[src/gpio_pkg.sv]
// constants shared by the port logic
package gpio_pkg;
    localparam int          ADDR_W          = 4;
    localparam int          DATA_W          = 8;
    localparam int          PORT_A_W        = 3;
    localparam int          PORT_B_W        = 8;
    // register offsets
    localparam logic [3:0]  OFF_A_DIR       = 4'h0;
    localparam logic [3:0]  OFF_A_DATA      = 4'h1;
    localparam logic [3:0]  OFF_A_PIN       = 4'h2;
    localparam logic [3:0]  OFF_B_DIR       = 4'h4;
    localparam logic [3:0]  OFF_B_DATA      = 4'h5;
    localparam logic [3:0]  OFF_B_PIN       = 4'h6;
    localparam logic [3:0]  OFF_SER_CTRL    = 4'h8;
    // serial control field positions
    localparam int          SC_CKE_LOW      = 0;
    localparam int          SC_CKE_HIGH     = 1;
    localparam int          SC_SYNC         = 2;
    localparam int          SC_RX_EN        = 3;
    localparam int          SC_TX_EN        = 4;
    localparam int          SC_W            = 5;
    // reset values
    localparam logic [2:0]  A_RST           = 3'h0;
    localparam logic [7:0]  B_RST           = 8'h00;
    localparam logic [4:0]  SC_RST          = 5'h00;
    // value shown for undefined bits and unmapped reads
    localparam logic [7:0]  UNDEF_RD        = 8'h00;
    // pin numbers on port a
    localparam int          PIN_TXD         = 0;
    localparam int          PIN_RXD         = 1;
    localparam int          PIN_SCK         = 2;
    // pin 2 modes
    typedef enum logic [2:0] {
        SCK_GPIO = 3'h1,
        SCK_OUT  = 3'h2,
        SCK_IN   = 3'h4
    } sck_mode_t;
endpackage

[src/pin_sync.sv]
// two flop synchroniser for a pin bus
`timescale 1ns/100ps
`default_nettype none
module pin_sync
    import gpio_pkg::*;
#(
    parameter int W = 8
) (
    input  wire logic         sys_clk,
    input  wire logic         rstn,
    input  wire logic [W-1:0] pin_in,
    output logic      [W-1:0] pin_sync_out
);
    typedef struct packed {
        logic [W-1:0] meta;
        logic [W-1:0] sync;
    } sync_state_t;

    sync_state_t state_ff;
    sync_state_t nxt_state;

    // first stage feeds only the second
    always_comb begin
        nxt_state      = state_ff;
        nxt_state.meta = pin_in;
        nxt_state.sync = state_ff.meta;
    end

    always_ff @(posedge sys_clk or negedge rstn) begin
        if (!rstn) begin
            state_ff <= '0;
        end else begin
            state_ff <= nxt_state;
        end
    end

    assign pin_sync_out = state_ff.sync;
endmodule
`default_nettype wire

[src/port_read_mux.sv]
// per bit choice of output data or pin level
`timescale 1ns/100ps
`default_nettype none
module port_read_mux
    import gpio_pkg::*;
#(
    parameter int W = 8
) (
    input  wire logic [W-1:0] dir,
    input  wire logic [W-1:0] out_data,
    input  wire logic [W-1:0] pin_level,
    output logic      [W-1:0] read_val
);
    // direction 1 reads the latch, 0 reads the pin
    for (genvar i = 0; i < W; i++) begin : g_bit
        assign read_val[i] = dir[i] ? out_data[i] : pin_level[i];
    end
endmodule
`default_nettype wire

[src/port_a_b_gpio.sv]
// gpio for the 3 bit port with serial pins and the 8 bit port
//
// Overview of operation
// - port a output data register, bits 2..0, reset 0, drives output pins
// - port a data and pin-read bits 7..3 read undefined, ignore writes
// - port a pin read gives data when direction 1, pin when 0
// - port a pin-read register is read only; writes change nothing
// - pin 2: clock in if cke high; clock out if sync or cke low
// - pin 1 is receive input when receive enable is set
// - pin 0 drives transmit data when transmit enable is set
// - port b direction write only, reset 0, 1 means output
// - port b direction reads return an undefined value
// - port b output data register, read/write, reset 0, drives pins
// - port a direction write only, bits 2..0, reset 0
// - port b pin read gives data when direction 1, pin when 0
//
// Decided for this implementation: the strobed register port and the placing of the registers.
`timescale 1ns/100ps
`default_nettype none
module port_a_b_gpio
    import gpio_pkg::*;
(
    input  wire logic                sys_clk,
    input  wire logic                rstn,
    input  wire logic [ADDR_W-1:0]   addr,
    input  wire logic [DATA_W-1:0]   wdata,
    input  wire logic                wr_en,
    input  wire logic                rd_en,
    output logic      [DATA_W-1:0]   rdata,
    input  wire logic [PORT_A_W-1:0] port_a_in,
    output logic      [PORT_A_W-1:0] port_a_out,
    output logic      [PORT_A_W-1:0] port_a_oe_n,
    input  wire logic [PORT_B_W-1:0] port_b_in,
    output logic      [PORT_B_W-1:0] port_b_out,
    output logic      [PORT_B_W-1:0] port_b_oe_n,
    input  wire logic                serial_transmit_data,
    input  wire logic                serial_clock_out,
    output logic                     serial_receive_data,
    output logic                     serial_clock_in
);
    //------------------------------------------------------------------
    // state
    //------------------------------------------------------------------
    typedef struct packed {
        logic [PORT_A_W-1:0] port_a_direction;
        logic [PORT_A_W-1:0] port_a_output_data;
        logic [PORT_B_W-1:0] port_b_direction;
        logic [PORT_B_W-1:0] port_b_output_data;
        logic [SC_W-1:0]     serial_ctrl;
        logic [DATA_W-1:0]   rdata;
        logic [PORT_A_W-1:0] a_out;
        logic [PORT_A_W-1:0] a_oe_n;
        logic [PORT_B_W-1:0] b_out;
        logic [PORT_B_W-1:0] b_oe_n;
        logic                rx_data;
        logic                sck_in;
    } gpio_state_t;

    gpio_state_t         state_ff;
    gpio_state_t         nxt_state;
    logic [PORT_A_W-1:0] a_sync;
    logic [PORT_B_W-1:0] b_sync;
    logic [PORT_A_W-1:0] a_read;
    logic [PORT_B_W-1:0] b_read;
    sck_mode_t           sck_mode;

    //------------------------------------------------------------------
    // pin synchronisers and read muxes
    //------------------------------------------------------------------
    // two flop pin sampling
    pin_sync #(.W(PORT_A_W)) u_sync_a (
        .sys_clk      (sys_clk),
        .rstn         (rstn),
        .pin_in       (port_a_in),
        .pin_sync_out (a_sync)
    );

    pin_sync #(.W(PORT_B_W)) u_sync_b (
        .sys_clk      (sys_clk),
        .rstn         (rstn),
        .pin_in       (port_b_in),
        .pin_sync_out (b_sync)
    );

    port_read_mux #(.W(PORT_A_W)) u_mux_a (
        .dir       (state_ff.port_a_direction),
        .out_data  (state_ff.port_a_output_data),
        .pin_level (a_sync),
        .read_val  (a_read)
    );

    port_read_mux #(.W(PORT_B_W)) u_mux_b (
        .dir       (state_ff.port_b_direction),
        .out_data  (state_ff.port_b_output_data),
        .pin_level (b_sync),
        .read_val  (b_read)
    );

    //------------------------------------------------------------------
    // pin 2 mode decode
    //------------------------------------------------------------------
    function automatic sck_mode_t decode_sck(input logic [SC_W-1:0] sc);
        sck_mode_t m;
        m = SCK_GPIO;
        if (sc[SC_CKE_HIGH]) begin
            m = SCK_IN;
        end else if (sc[SC_SYNC] || sc[SC_CKE_LOW]) begin
            m = SCK_OUT;
        end
        return m;
    endfunction

    assign sck_mode = decode_sck(state_ff.serial_ctrl);

    //------------------------------------------------------------------
    // next state
    //------------------------------------------------------------------
    always_comb begin
        nxt_state       = state_ff;
        nxt_state.rdata = UNDEF_RD;
        if (wr_en) begin
            case (addr)
                OFF_A_DIR: begin
                    nxt_state.port_a_direction = wdata[PORT_A_W-1:0];
                end
                OFF_A_DATA: begin
                    nxt_state.port_a_output_data = wdata[PORT_A_W-1:0];
                end
                OFF_B_DIR: begin
                    nxt_state.port_b_direction = wdata[PORT_B_W-1:0];
                end
                OFF_B_DATA: begin
                    nxt_state.port_b_output_data = wdata[PORT_B_W-1:0];
                end
                OFF_SER_CTRL: begin
                    nxt_state.serial_ctrl = wdata[SC_W-1:0];
                end
                default: begin
                    nxt_state.serial_ctrl = state_ff.serial_ctrl;
                end
            endcase
        end
        // direction reads give the undefined value
        if (rd_en) begin
            case (addr)
                // high bits read as the undefined value
                OFF_A_DATA: begin
                    nxt_state.rdata = {UNDEF_RD[DATA_W-1:PORT_A_W],
                                       state_ff.port_a_output_data};
                end
                OFF_A_PIN: begin
                    nxt_state.rdata = {UNDEF_RD[DATA_W-1:PORT_A_W], a_read};
                end
                OFF_B_DATA: begin
                    nxt_state.rdata = state_ff.port_b_output_data;
                end
                OFF_B_PIN: begin
                    nxt_state.rdata = b_read;
                end
                OFF_SER_CTRL: begin
                    nxt_state.rdata = {{(DATA_W-SC_W){1'b0}}, state_ff.serial_ctrl};
                end
                default: begin
                    nxt_state.rdata = UNDEF_RD;
                end
            endcase
        end
        // general purpose pins follow the registers
        nxt_state.a_out  = state_ff.port_a_output_data;
        nxt_state.a_oe_n = ~state_ff.port_a_direction;
        nxt_state.b_out  = state_ff.port_b_output_data;
        nxt_state.b_oe_n = ~state_ff.port_b_direction;
        if (state_ff.serial_ctrl[SC_TX_EN]) begin
            nxt_state.a_out[PIN_TXD]  = serial_transmit_data;
            nxt_state.a_oe_n[PIN_TXD] = 1'b0;
        end
        if (state_ff.serial_ctrl[SC_RX_EN]) begin
            nxt_state.a_oe_n[PIN_RXD] = 1'b1;
        end
        nxt_state.rx_data = a_sync[PIN_RXD];
        nxt_state.sck_in  = a_sync[PIN_SCK];
        case (sck_mode)
            SCK_OUT: begin
                nxt_state.a_out[PIN_SCK]  = serial_clock_out;
                nxt_state.a_oe_n[PIN_SCK] = 1'b0;
            end
            SCK_IN: begin
                nxt_state.a_oe_n[PIN_SCK] = 1'b1;
            end
            default: begin
                nxt_state.a_oe_n[PIN_SCK] = ~state_ff.port_a_direction[PIN_SCK];
            end
        endcase
    end

    //------------------------------------------------------------------
    // state register
    //------------------------------------------------------------------
    always_ff @(posedge sys_clk or negedge rstn) begin
        if (!rstn) begin
            state_ff                    <= '0;
            state_ff.port_a_direction   <= A_RST;
            state_ff.port_a_output_data <= A_RST;
            state_ff.port_b_direction   <= B_RST;
            state_ff.port_b_output_data <= B_RST;
            state_ff.serial_ctrl        <= SC_RST;
            state_ff.a_oe_n             <= '1;
            state_ff.b_oe_n             <= '1;
        end else begin
            state_ff <= nxt_state;
        end
    end

    assign rdata               = state_ff.rdata;
    assign port_a_out          = state_ff.a_out;
    assign port_a_oe_n         = state_ff.a_oe_n;
    assign port_b_out          = state_ff.b_out;
    assign port_b_oe_n         = state_ff.b_oe_n;
    assign serial_receive_data = state_ff.rx_data;
    assign serial_clock_in     = state_ff.sck_in;

    //------------------------------------------------------------------
    // assertions
    //------------------------------------------------------------------
    // written low bits land in the data register at the next edge
    property p_a_data_write;
        @(posedge sys_clk) disable iff (!rstn)
        (wr_en && addr == OFF_A_DATA) |=>
            state_ff.port_a_output_data == $past(wdata[PORT_A_W-1:0]);
    endproperty
    a_a_data_write: assert property (p_a_data_write) else $error("port a data write lost");

    property p_a_hi_undef;
        @(posedge sys_clk) disable iff (!rstn)
        $past(rd_en) && ($past(addr) == OFF_A_DATA || $past(addr) == OFF_A_PIN)
            |-> rdata[DATA_W-1:PORT_A_W] == UNDEF_RD[DATA_W-1:PORT_A_W];
    endproperty
    a_a_hi_undef: assert property (p_a_hi_undef) else $error("port a high bits wrong");

    property p_a_pin_read;
        @(posedge sys_clk) disable iff (!rstn)
        (rd_en && addr == OFF_A_PIN) |=> rdata[PORT_A_W-1:0] ==
            (($past(state_ff.port_a_direction) & $past(state_ff.port_a_output_data))
            | (~$past(state_ff.port_a_direction) & $past(a_sync)));
    endproperty
    a_a_pin_read: assert property (p_a_pin_read) else $error("port a pin read wrong");

    property p_pin_ro;
        @(posedge sys_clk) disable iff (!rstn)
        (wr_en && (addr == OFF_A_PIN || addr == OFF_B_PIN)) |=>
            $stable(state_ff.port_a_output_data) && $stable(state_ff.port_b_output_data)
            && $stable(state_ff.port_a_direction) && $stable(state_ff.port_b_direction);
    endproperty
    a_pin_ro: assert property (p_pin_ro) else $error("pin read write changed state");

    property p_sck_in;
        @(posedge sys_clk) disable iff (!rstn)
        state_ff.serial_ctrl[SC_CKE_HIGH] |=> port_a_oe_n[PIN_SCK];
    endproperty
    a_sck_in: assert property (p_sck_in) else $error("clock pin driven in input mode");

    property p_sck_out;
        @(posedge sys_clk) disable iff (!rstn)
        (!state_ff.serial_ctrl[SC_CKE_HIGH]
            && (state_ff.serial_ctrl[SC_SYNC] || state_ff.serial_ctrl[SC_CKE_LOW]))
            |=> !port_a_oe_n[PIN_SCK] && port_a_out[PIN_SCK] == $past(serial_clock_out);
    endproperty
    a_sck_out: assert property (p_sck_out) else $error("clock pin not driven");

    property p_rx_in;
        @(posedge sys_clk) disable iff (!rstn)
        state_ff.serial_ctrl[SC_RX_EN] |=> port_a_oe_n[PIN_RXD];
    endproperty
    a_rx_in: assert property (p_rx_in) else $error("receive pin driven");

    property p_tx_out;
        @(posedge sys_clk) disable iff (!rstn)
        state_ff.serial_ctrl[SC_TX_EN] |=>
            !port_a_oe_n[PIN_TXD] && port_a_out[PIN_TXD] == $past(serial_transmit_data);
    endproperty
    a_tx_out: assert property (p_tx_out) else $error("transmit pin wrong");

    property p_b_dir;
        @(posedge sys_clk) disable iff (!rstn)
        (wr_en && addr == OFF_B_DIR) |=> ##1 port_b_oe_n == ~$past(wdata, 2);
    endproperty
    a_b_dir: assert property (p_b_dir) else $error("port b direction not applied");

    property p_b_dir_rd;
        @(posedge sys_clk) disable iff (!rstn)
        (rd_en && addr == OFF_B_DIR) |=> rdata == UNDEF_RD;
    endproperty
    a_b_dir_rd: assert property (p_b_dir_rd) else $error("direction readback leaked");

    property p_b_data;
        @(posedge sys_clk) disable iff (!rstn)
        (wr_en && addr == OFF_B_DATA) ##1 (rd_en && addr == OFF_B_DATA)
            |=> rdata == $past(wdata, 2);
    endproperty
    a_b_data: assert property (p_b_data) else $error("port b data readback wrong");

    property p_a_dir;
        @(posedge sys_clk) disable iff (!rstn)
        (wr_en && addr == OFF_A_DIR && !state_ff.serial_ctrl[SC_TX_EN])
            |=> ##1 port_a_oe_n[PIN_TXD] == !$past(wdata[PIN_TXD], 2);
    endproperty
    a_a_dir: assert property (p_a_dir) else $error("port a direction not applied");

    property p_b_pin_read;
        @(posedge sys_clk) disable iff (!rstn)
        (rd_en && addr == OFF_B_PIN) |=> rdata ==
            (($past(state_ff.port_b_direction) & $past(state_ff.port_b_output_data))
            | (~$past(state_ff.port_b_direction) & $past(b_sync)));
    endproperty
    a_b_pin_read: assert property (p_b_pin_read) else $error("port b pin read wrong");

    property p_sync_delay;
        @(posedge sys_clk) disable iff (!rstn)
        rstn |-> ##2 b_sync == $past(port_b_in, 2);
    endproperty
    a_sync_delay: assert property (p_sync_delay) else $error("pin sync depth wrong");

    c_tx_mode:  cover property (@(posedge sys_clk) state_ff.serial_ctrl[SC_TX_EN]);
    c_sck_out:  cover property (@(posedge sys_clk) sck_mode == SCK_OUT);
    c_b_read:   cover property (@(posedge sys_clk) rd_en && addr == OFF_B_PIN);
    c_b_output: cover property (@(posedge sys_clk) state_ff.port_b_direction == '1);
    c_rx_mode:  cover property (@(posedge sys_clk) state_ff.serial_ctrl[SC_RX_EN]);
endmodule
`default_nettype wire

[config.mk]
export PLATFORM = sky130hd
export DESIGN_NAME = port_a_b_gpio
export DESIGN_NICKNAME = d
export VERILOG_FILES = /design/src/gpio_pkg.sv /design/src/pin_sync.sv /design/src/port_read_mux.sv /design/src/port_a_b_gpio.sv
export SDC_FILE = /design/constraint.sdc
export NUM_CORES = 1
export LEC_CHECK = 0
export ABC_AREA = 1
export CAP_MARGIN = 20
export CELL_PAD_IN_SITES_DETAIL_PLACEMENT = 0
export CELL_PAD_IN_SITES_GLOBAL_PLACEMENT = 1
export CORE_MARGIN = 2
export CORE_UTILIZATION = 44
export DETAILED_ROUTE_END_ITERATION = 10
export DONT_BUFFER_PORTS = 1
export GPL_TIMING_DRIVEN = 0
export PLACE_DENSITY = 0.87
export SLEW_MARGIN = 20
export SYNTH_ARGS = -nofsm -noshare
export SYNTH_HDL_FRONTEND = slang
export SYNTH_SLANG_ARGS = --single-unit
[constraint.sdc]
create_clock -name sys_clk -period 0.9 [get_ports sys_clk]
set_input_delay 0.135 -clock sys_clk [delete_from_list [all_inputs] [get_ports sys_clk]]
set_output_delay 0.135 -clock sys_clk [all_outputs]
set_load 0.005 [all_outputs]
Word-level counts from Yosys, hierarchy flattened:

Index checks and enable logic that the tools add are counted.

* equality and inequality tests: 8
* muxes and demuxes: 20
* bitwise logic cells: 3
* reduce and logical (&&, ||, !) cells: 7

Operators with widths (count)
* one-hot mux 8 bit (5 select lines): 1
* 2-to-1 mux 1 bit: 15
* equality test 4 x 3 -> 1 bit, second input constant: 3
* AND reduction 2 bit: 5
* 2-to-1 mux 8 bit: 1
* NOT 8 bit: 1
* equality test 4 x 1 -> 1 bit, second input constant: 1
* equality test 4 x 2 -> 1 bit, second input constant: 1
* equality test 4 bit, second input constant: 1
* zero test 4 bit: 1
* equality test 3 x 2 -> 1 bit, second input constant: 1
* equality test 3 bit, second input constant: 1
* 2-to-1 mux 3 bit: 1
* 2-to-1 mux 2 bit: 1
* NOT 2 bit: 1
* one-hot mux 1 bit (2 select lines): 1
* logical OR 1 bit: 1
* NOT 1 bit: 1

* register bits: 81
* bits of input ports: 29
* logic and storage cells: 54

Logic depth before layout (Yosys ltp):

Gate-level depths: netlist (run 1).

* depth in word-level cells: 5
* gate-level depth with buffers: 7
* depth with buffers taken out: 7

Modules after synthesis:

From an unflattened synthesis (run 1), not the netlist that was laid out.

* cell total of the unflattened synthesis: 306
* area, all modules: 3218.1 µm²

Modules (own cells, without submodules)
* port_a_b_gpio: instances 1, cells an instance 240, area an instance 2502.4 µm²
* pin_sync (u_sync_b): instances 1, cells an instance 16, area an instance 400.4 µm²
* pin_sync (u_sync_a): instances 1, cells an instance 6, area an instance 150.1 µm²
* port_read_mux (u_mux_b): instances 1, cells an instance 32, area an instance 120.1 µm²
* port_read_mux (u_mux_a): instances 1, cells an instance 12, area an instance 45.0 µm²

Worst setup path before layout (run 1):

No wires, ideal clock.

* path type: register -> register
* start point: reg state_ff[34] (netlist name)
* end point: reg state_ff, in the netlist port_a_out[2]
* data arrival time: 0.879 ns
* required time: 0.775 ns
* slack: -0.104 ns
* stages on the path, launching flop included: 3
* path buffers: 0
* clock period less this slack: 1.004 ns
* path through: dfrtp_1 > o21bai_1 > mux2_2

RTL lines
* start: declaration: RTL line port_a_b_gpio.sv:59 `gpio_state_t state_ff;`
* start signal: assignment: RTL line port_a_b_gpio.sv:210 `state_ff <= nxt_state;`

Worst setup path after layout (run 1):

* start point: reg state_ff, in the netlist port_a_oe_n[1]
* end point: out port_a_oe_n[1]

RTL lines
* end: declaration: RTL line port_a_b_gpio.sv:32 `output logic [PORT_A_W-1:0] port_a_oe_n,`

No word-level cell between the ends.

==> results of run 1 <==
-- through the flow --
step           setup TNS, ps  instance area, sq um  worst slack (ps)  utilization, %  power [uW]
2_1_floorplan           -104                  3190              -104               -        5450
3_3_place_gp           -1930                  3310              -191            46.4        5640
3_5_place_dp           -2320                  3310              -200            46.4        5670
4_1_cts                -4280                  3900              -222            54.6        8890
5_1_grt                -5160                  3990              -244            55.9        9410
6_report               -3950                  3990              -217            55.9        8970
-- metal layers --
| metal | track usage [%] | share of wire (%) | wire (um) | vias to the layer above |
|---|---|---|---|---|
| met5 | 0 | 0 | 0 | - |
| met4 | 8.28 | 2.2 | 122 | 0 |
| met3 | 3.69 | 4.4 | 244 | 14 |
| met2 | 24.8 | 51 | 2880 | 42 |
| met1 | 19.2 | 42 | 2350 | 954 |
| li1 | - | - | - | 982 |
-- sequential cells by signal (all words and copies together) (netlist names), 8 cells and up --
register / count
u_sync_b.pin_sync_out: 8
rdata: 8
nxt_state: 9
port_b_oe_n: 8
u_sync_b.nxt_state: 8
state_ff: 18
port_b_out: 8
-- cells in the mapped netlist, types with 2 or more instances --
| library cell | n |
|---|---|
| dfrtp_1 | 70 |
| nand3_1 | 15 |
| o21ai_2 | 16 |
| o21ai_0 | 12 |
| a21oi_1 | 3 |
| mux2_2 | 2 |
| nand2_2 | 4 |
| inv_1 | 25 |
| nand2_1 | 80 |
| buf_4 | 30 |
| nand3_2 | 2 |
| dfstp_2 | 11 |
| nor2_4 | 5 |
| nor2_1 | 10 |
-- power by group --
group	internal, uW	total, uW	switching, uW
Sequential	4250	4610	362
Combinational	948	1520	567
Clock	1620	2850	1230
-- logic make-up after synthesis --
| group | Yosys count |
|---|---|
| and+or+nand+nor | 118 |
| DFF | 81 |
| muxes | 2 |
| AOI/OAI and AO/OA | 35 |
| buffers and inverters | 58 |
-- timing repair --
| item | in CTS | in global routing |
|---|---|---|
| setup endpoints to repair | 35 | 40 |
| endpoints found under the hold margin | 105 | 81 |
| gates resized for setup | 36 | 11 |
| pin swaps | 3 | 8 |
| gates cloned | 0 | 0 |
| setup buffers | 8 | 9 |
-- cell usage in the layout (no fill, tap or decap) --
cell type      count
nand2_2            6
o21ai_2           16
o21a_1             1
o21ai_1            3
buf_4             17
bufinv_16          2
clkinvlp_4         2
o21ai_0           10
inv_2              7
dfstp_2           11
a31oi_1            1
clkbuf_8          10
a21oi_1            2
nor2_2             3
nand2_1           78
o21bai_2           1
nor2_4             5
nand2_4            1
nand3_1           13
inv_1             19
dfrtp_1           70
nor2_1             8
clkinv_2           1
mux2_2             1
buf_8              1
a21oi_2            1
nand3_2            4
dlygate4sd3_1     19
buf_6             31
mux2_4             1
-- final timing paths --
path                                       start                        to  slack, ps  cells past startpoint
max in group asynchronous                   rstn            port_b_oe_n[2]       1200                      0
max reg2reg                         state_ff[34]             port_a_out[2]       -150                      2
min in group sys_clk                       wr_en             nxt_state[17]         20                      3
max                               port_a_oe_n[1]            port_a_oe_n[1]       -220                      1
min                                         rstn     u_sync_a.nxt_state[1]       -530                      0
min reg2reg                u_sync_a.nxt_state[2]  u_sync_a.pin_sync_out[2]        350                      0
-- cell type report --
class                   count  area, sq um  share of cell area (%)
plain buffers              32          364                    9.13
clock buffers              10          138                    3.45
clock inverters             5         80.1                    2.01
inverters                  26         97.6                    2.45
multi-input cells         155          827                    20.7
flip-flops and latches     81         2040                    51.2
well taps                  99          124                    3.11
repair buffers             36          318                    7.97
==> reports/qor.csv, run 1 <==
stage;metric;value;unit
floorplanning;die_h;89.1;um
cells_and_area;drive_gt1_share;35.1;%
power_and_ir_drop;p_per_area;2250;nW/um^2
floorplanning;initial_core_util;44.6;%
clock_tree;worst_skew_pair.late_latency;350;ps
synth;synth_edf_count;0;
critical_path;slowest_stage;dfstp_2;
sta;fin_crit_sh;124;%
synth;synth_xor_area_share;0;%
route;drt-total-wl;5590;um
critical_path;cp_num_buf_inv;1;
floorplanning;core;7140;sq um
critical_path;crit_path_end_kind;output pin;
sta;max_slew_margin;79.4;%
route;vias;1992;
global_routing;antenna_found_initial;0;
flow_run;maxCapViolations;0;
cells_and_area;nets;370;
route;first_pass_iters;4;
synth;yosys_register_bits;81;
synth;ys.warnings.count;0;
clock_tree;cts.reportedPaths.clkPinSlew;80;ps
route;postRouteAntennaNets;0;
cells_and_area;n_fill_cell;623;
clock_tree;clockBufferDepth;2;
clock_tree;cts_root_buffer;clkbuf_8;
power_and_ir_drop;leakagePower;0.00194;uW
cells_and_area;layout-area-overhead-vs-synth;25.2;%
synth;syn-cell-area;3190;sq um
synth;synth_top_family_by_area;simple AND/OR/NAND/NOR gates;
global_routing;grt_overflow;0;
synth;yosys.area_share.simple;16.7;%
clock_tree;htree_levels;3;
sta;holdWs;-525;ps
sta;fmax;895;MHz
synth;synth_fa_ha_area_share;0;%
clock_tree;ctsHoldBuffers;19;
synth;yosysTopAreaCell;dfrtp_1;
route;route.detailed.drc;0;
cells_and_area;instances_no_fill;444;
synth;syn-num-nets;323;
status;run_status;finished, violations left;
synth;syn-instance-count;294;
synth;postSynthAreaPerCell;10.8;sq um
route;vias_per_cell;4.49;
synth;ys_seq_area_share;64.1;%
sta;rsz0062_at_grt;true;
critical_path;arrival;980;ps
synth;synth_area_leaders;dfrtp_1, nand2_1, dfstp_2, buf_4, o21ai_2;
sta;drv_slew;0;
synth;synth_flop_cell;dfrtp_1;
synth;synthMuxAreaShare;0.707;%
synth;synth_cell_types;23;
synth;synth_async_sr_flop_share;100;%
synth;netlist.area_leader.share;55.0;%
status;violations;hold timing, setup timing;
critical_path;cp_top_family;flip-flops;
sta;min_period;1120;ps
hold_path;min_path_type;in2async;
critical_path;crit_path_start_kind;register;
sta;timing.final.ws_setup;-217;ps
route;drtIter0Drc;141;
global_routing;grt_usage;15.4;%
critical_path;cpPeakStageDelay;550;ps
place;dp_hpwl;3720;um
critical_path;path_cells;buf_6;
sta;worst_pin_slew;309;ps
place;portBuffers;0;
synth;synth_compound_area_share;7.58;%
sta;clock_skew;4.61;ps
place;routabilityCongestion;0.854;
critical_path;crit_fanout;1;
clock_tree;clock_sinks;81;
global_routing;grt_start_max_net_pins;82;
global_routing;grt_first_pass_wirelength;8960;um
sta;setup_viol;36;
critical_path;cp.required;760;ps
route;wl_per_cell;12.6;um
floorplanning;io_pins;61;
sta;report.final.hold_viol_count;81;
global_routing;grt_pass1_vias;1891;
floorplanning;fp.dieW;89.1;um
cells_and_area;diodes;0;
clock_tree;cts_tree;done;
critical_path;criticalPathCategory;reg2out;
floorplanning;dieArea;7940;sq um
floorplanning;std_cell_rows;31;
clock_tree;cts_inserted_buffers;9;
place;post-place-cells;393;
power_and_ir_drop;ir_drop;0.958;mV
Note: power is estimated with default switching activity, not from simulation.
==> run 2, diff against run 1 <==
- CORE_UTILIZATION: 44 -> 46
- CTS_BUF_LIST: default -> sky130_fd_sc_hd__clkbuf_4
- PLACE_DENSITY: 0.87 -> 0.89
==> reports/qor.csv, run 2 (synthesis results as in run 1) <==
stage;metric;value;unit;change
status;run_status;finished, violations left;;
status;violations;hold timing, setup timing;;
route;route.detailed.drc;0;;unchanged
clock_tree;clockBufferDepth;2;;unchanged
route;first_pass_iters;4;;unchanged
clock_tree;worst_skew_pair.late_latency;400;ps;+50 ps
critical_path;criticalPathCategory;reg2out;;
cells_and_area;fin_area;3960;sq um;-0.82%
global_routing;antenna_found_initial;0;;unchanged
clock_tree;cts.reportedPaths.clkPinSlew;120;ps;+40 ps
critical_path;cp.required;760;ps;about the same
route;drtIter0Drc;87;;-38%
critical_path;crit_path_end_kind;output pin;;
global_routing;grt_usage;16.3;%;+0.87 points
sta;holdWs;-589;ps;-63.4 ps
critical_path;cpPeakStageDelay;550;ps;about the same
route;vias;2033;;+2.1%
cells_and_area;seqCellArea;2040;sq um;unchanged
critical_path;slowest_stage;dfstp_2;;
global_routing;top_usage_layer;met2;;
cells_and_area;multiInputGateArea;830;sq um;+0.30%
sta;tns;-5890;ps;-1940 ps
cells_and_area;nets;374;;+1.1%
sta;fin_crit_sh;131;%;+6.9 points
clock_tree;ctsHoldBuffers;25;;+6
power_and_ir_drop;p_per_area;2130;nW/um^2;-5.4%
floorplanning;fp.dieW;87.2;um;-2.1%
floorplanning;std_cell_rows;30;;-3.2%
sta;report.final.hold_viol_count;85;;+4.9%
critical_path;cp_num_buf_inv;1;;unchanged
sta;clock_skew;11.2;ps;+6.56 ps
route;wl_per_cell;13.6;um;+7.7%
critical_path;cp_top_family;flip-flops;;
sta;max_slew_margin;76.6;%;-2.8 points
cells_and_area;drive_gt1_share;31.8;%;-3.3 points
place;routabilityCongestion;0.905;;+5.9%
sta;worst_pin_slew;351;ps;+42.5 ps
cells_and_area;layout.cells.most_common;nand2_1;;
floorplanning;initial_core_util;47.1;%;+2.5 points
clock_tree;cts_tree;done;;
cells_and_area;diodes;0;;unchanged
power_and_ir_drop;leakagePower;0.00193;uW;-0.19%
clock_tree;htree_levels;3;;unchanged
hold_path;min_path_type;in2async;;
global_routing;grt_overflow;0;;unchanged
sta;timing.final.ws_setup;-279;ps;-61.9 ps
place;post_dp_cell_area;3290;sq um;-0.72%
flow_run;maxCapViolations;0;;unchanged
floorplanning;io_pins;61;;unchanged
sta;drv_slew;0;;unchanged
cells_and_area;n_fill_cell;551;;-12%
global_routing;grtUsageMet1;22.0;%;+2.8 points
power_and_ir_drop;p_total;8410;uW;-6.2%
cells_and_area;top_register;state_ff;;
clock_tree;cts_root_buffer;clkbuf_4;;
power_and_ir_drop;ir_drop;1.25;mV;+30%
sta;rsz0062_at_grt;true;;
route;drt-total-wl;5820;um;+4.1%
critical_path;crit_fanout;1;;unchanged
cells_and_area;largest_reg_flops;18;;unchanged
global_routing;use_met2;24.8;%;-0.074 points
clock_tree;clock_sinks;81;;unchanged
critical_path;arrival;1040;ps;+60 ps
place;dp_hpwl;3730;um;+0.44%
global_routing;use_met3;4.74;%;+1.0 points
route;postRouteAntennaNets;0;;unchanged
place;dp_slack;-178;ps;+22.0 ps
floorplanning;core;6760;sq um;-5.3%
cells_and_area;layout-area-overhead-vs-synth;24.2;%;
route;vias_per_cell;4.74;;+5.6%
clock_tree;cts_inserted_buffers;9;;unchanged
sta;min_period;1180;ps;+61.9 ps
critical_path;crit_path_start_kind;register;;
sta;setup_viol;37;;+2.8%
global_routing;grt_start_max_net_pins;82;;unchanged
global_routing;grt_first_pass_wirelength;9220;um;+2.8%
floorplanning;dieArea;7610;sq um;-4.2%
sta;fmax;848;MHz;-5.3%
cells_and_area;layout_common_cells;nand2_1, dfrtp_1, buf_6;;
place;portBuffers;0;;unchanged
floorplanning;die_h;87.2;um;-2.1%
critical_path;path_cells;buf_6;;
global_routing;grt_pass1_vias;1864;;-1.4%
==> run 2: power by group <==
group,switching [uW],internal [uW],total (uW)
Sequential,372,4240,4620
Clock,1110,1170,2270
Combinational,567,958,1530
Total,2050,6370,8410
==> run 2: layout make-up <==
class	instances	share of cell area (%)
sequential	81	51.6
multi-input combinational	155	21.0
timing repair buffer	40	9.42
buffer	32	9.20
tap	80	2.53
inverter	26	2.47
clock buffer	11	2.09
clock inverter	4	1.74
==> run 2: through the flow <==
| stage | cells | util (%) | hold slack, ps |
|---|---|---|---|
| floorplan | 294 | - | -161 |
| global placement | 374 | 48.6 | -159 |
| detailed placement | 374 | 48.6 | -159 |
| CTS | 419 | 57.0 | -631 |
| global route | 429 | 58.6 | -648 |
| finish | 429 | 58.6 | -589 |
==> run 2: timing repair <==
action / CTS / global route
buffers inserted: 5 / 10
hold endpoints to repair: 120 / 85
resized for setup: 35 / 11
pin swaps: 1 / 5
setup endpoints to repair: 38 / 51
==> run 2: layer usage <==
metal  wire length [um]  part of all wire, %
met5                  0                    0
met1               2560                   44
met2               2920                   50
met3                249                  4.3
met4                 97                  1.7
==> run 2: path summary, 6_finish.rpt <==
kind,to,slack [ps],cells past startpoint,startpoint
worst min-delay path,port_b_out[0],-590,0,rstn
worst max register to register,port_a_out[2],-140,2,state_ff[32]
worst max-delay path,port_b_oe_n[6],-280,1,port_b_oe_n[6]
min in group sys_clk,state_ff[34],-30,3,addr[2]
max in group asynchronous,port_b_oe_n[4],1290,0,rstn
worst min register to register,u_sync_a.pin_sync_out[2],360,0,u_sync_a.nxt_state[2]
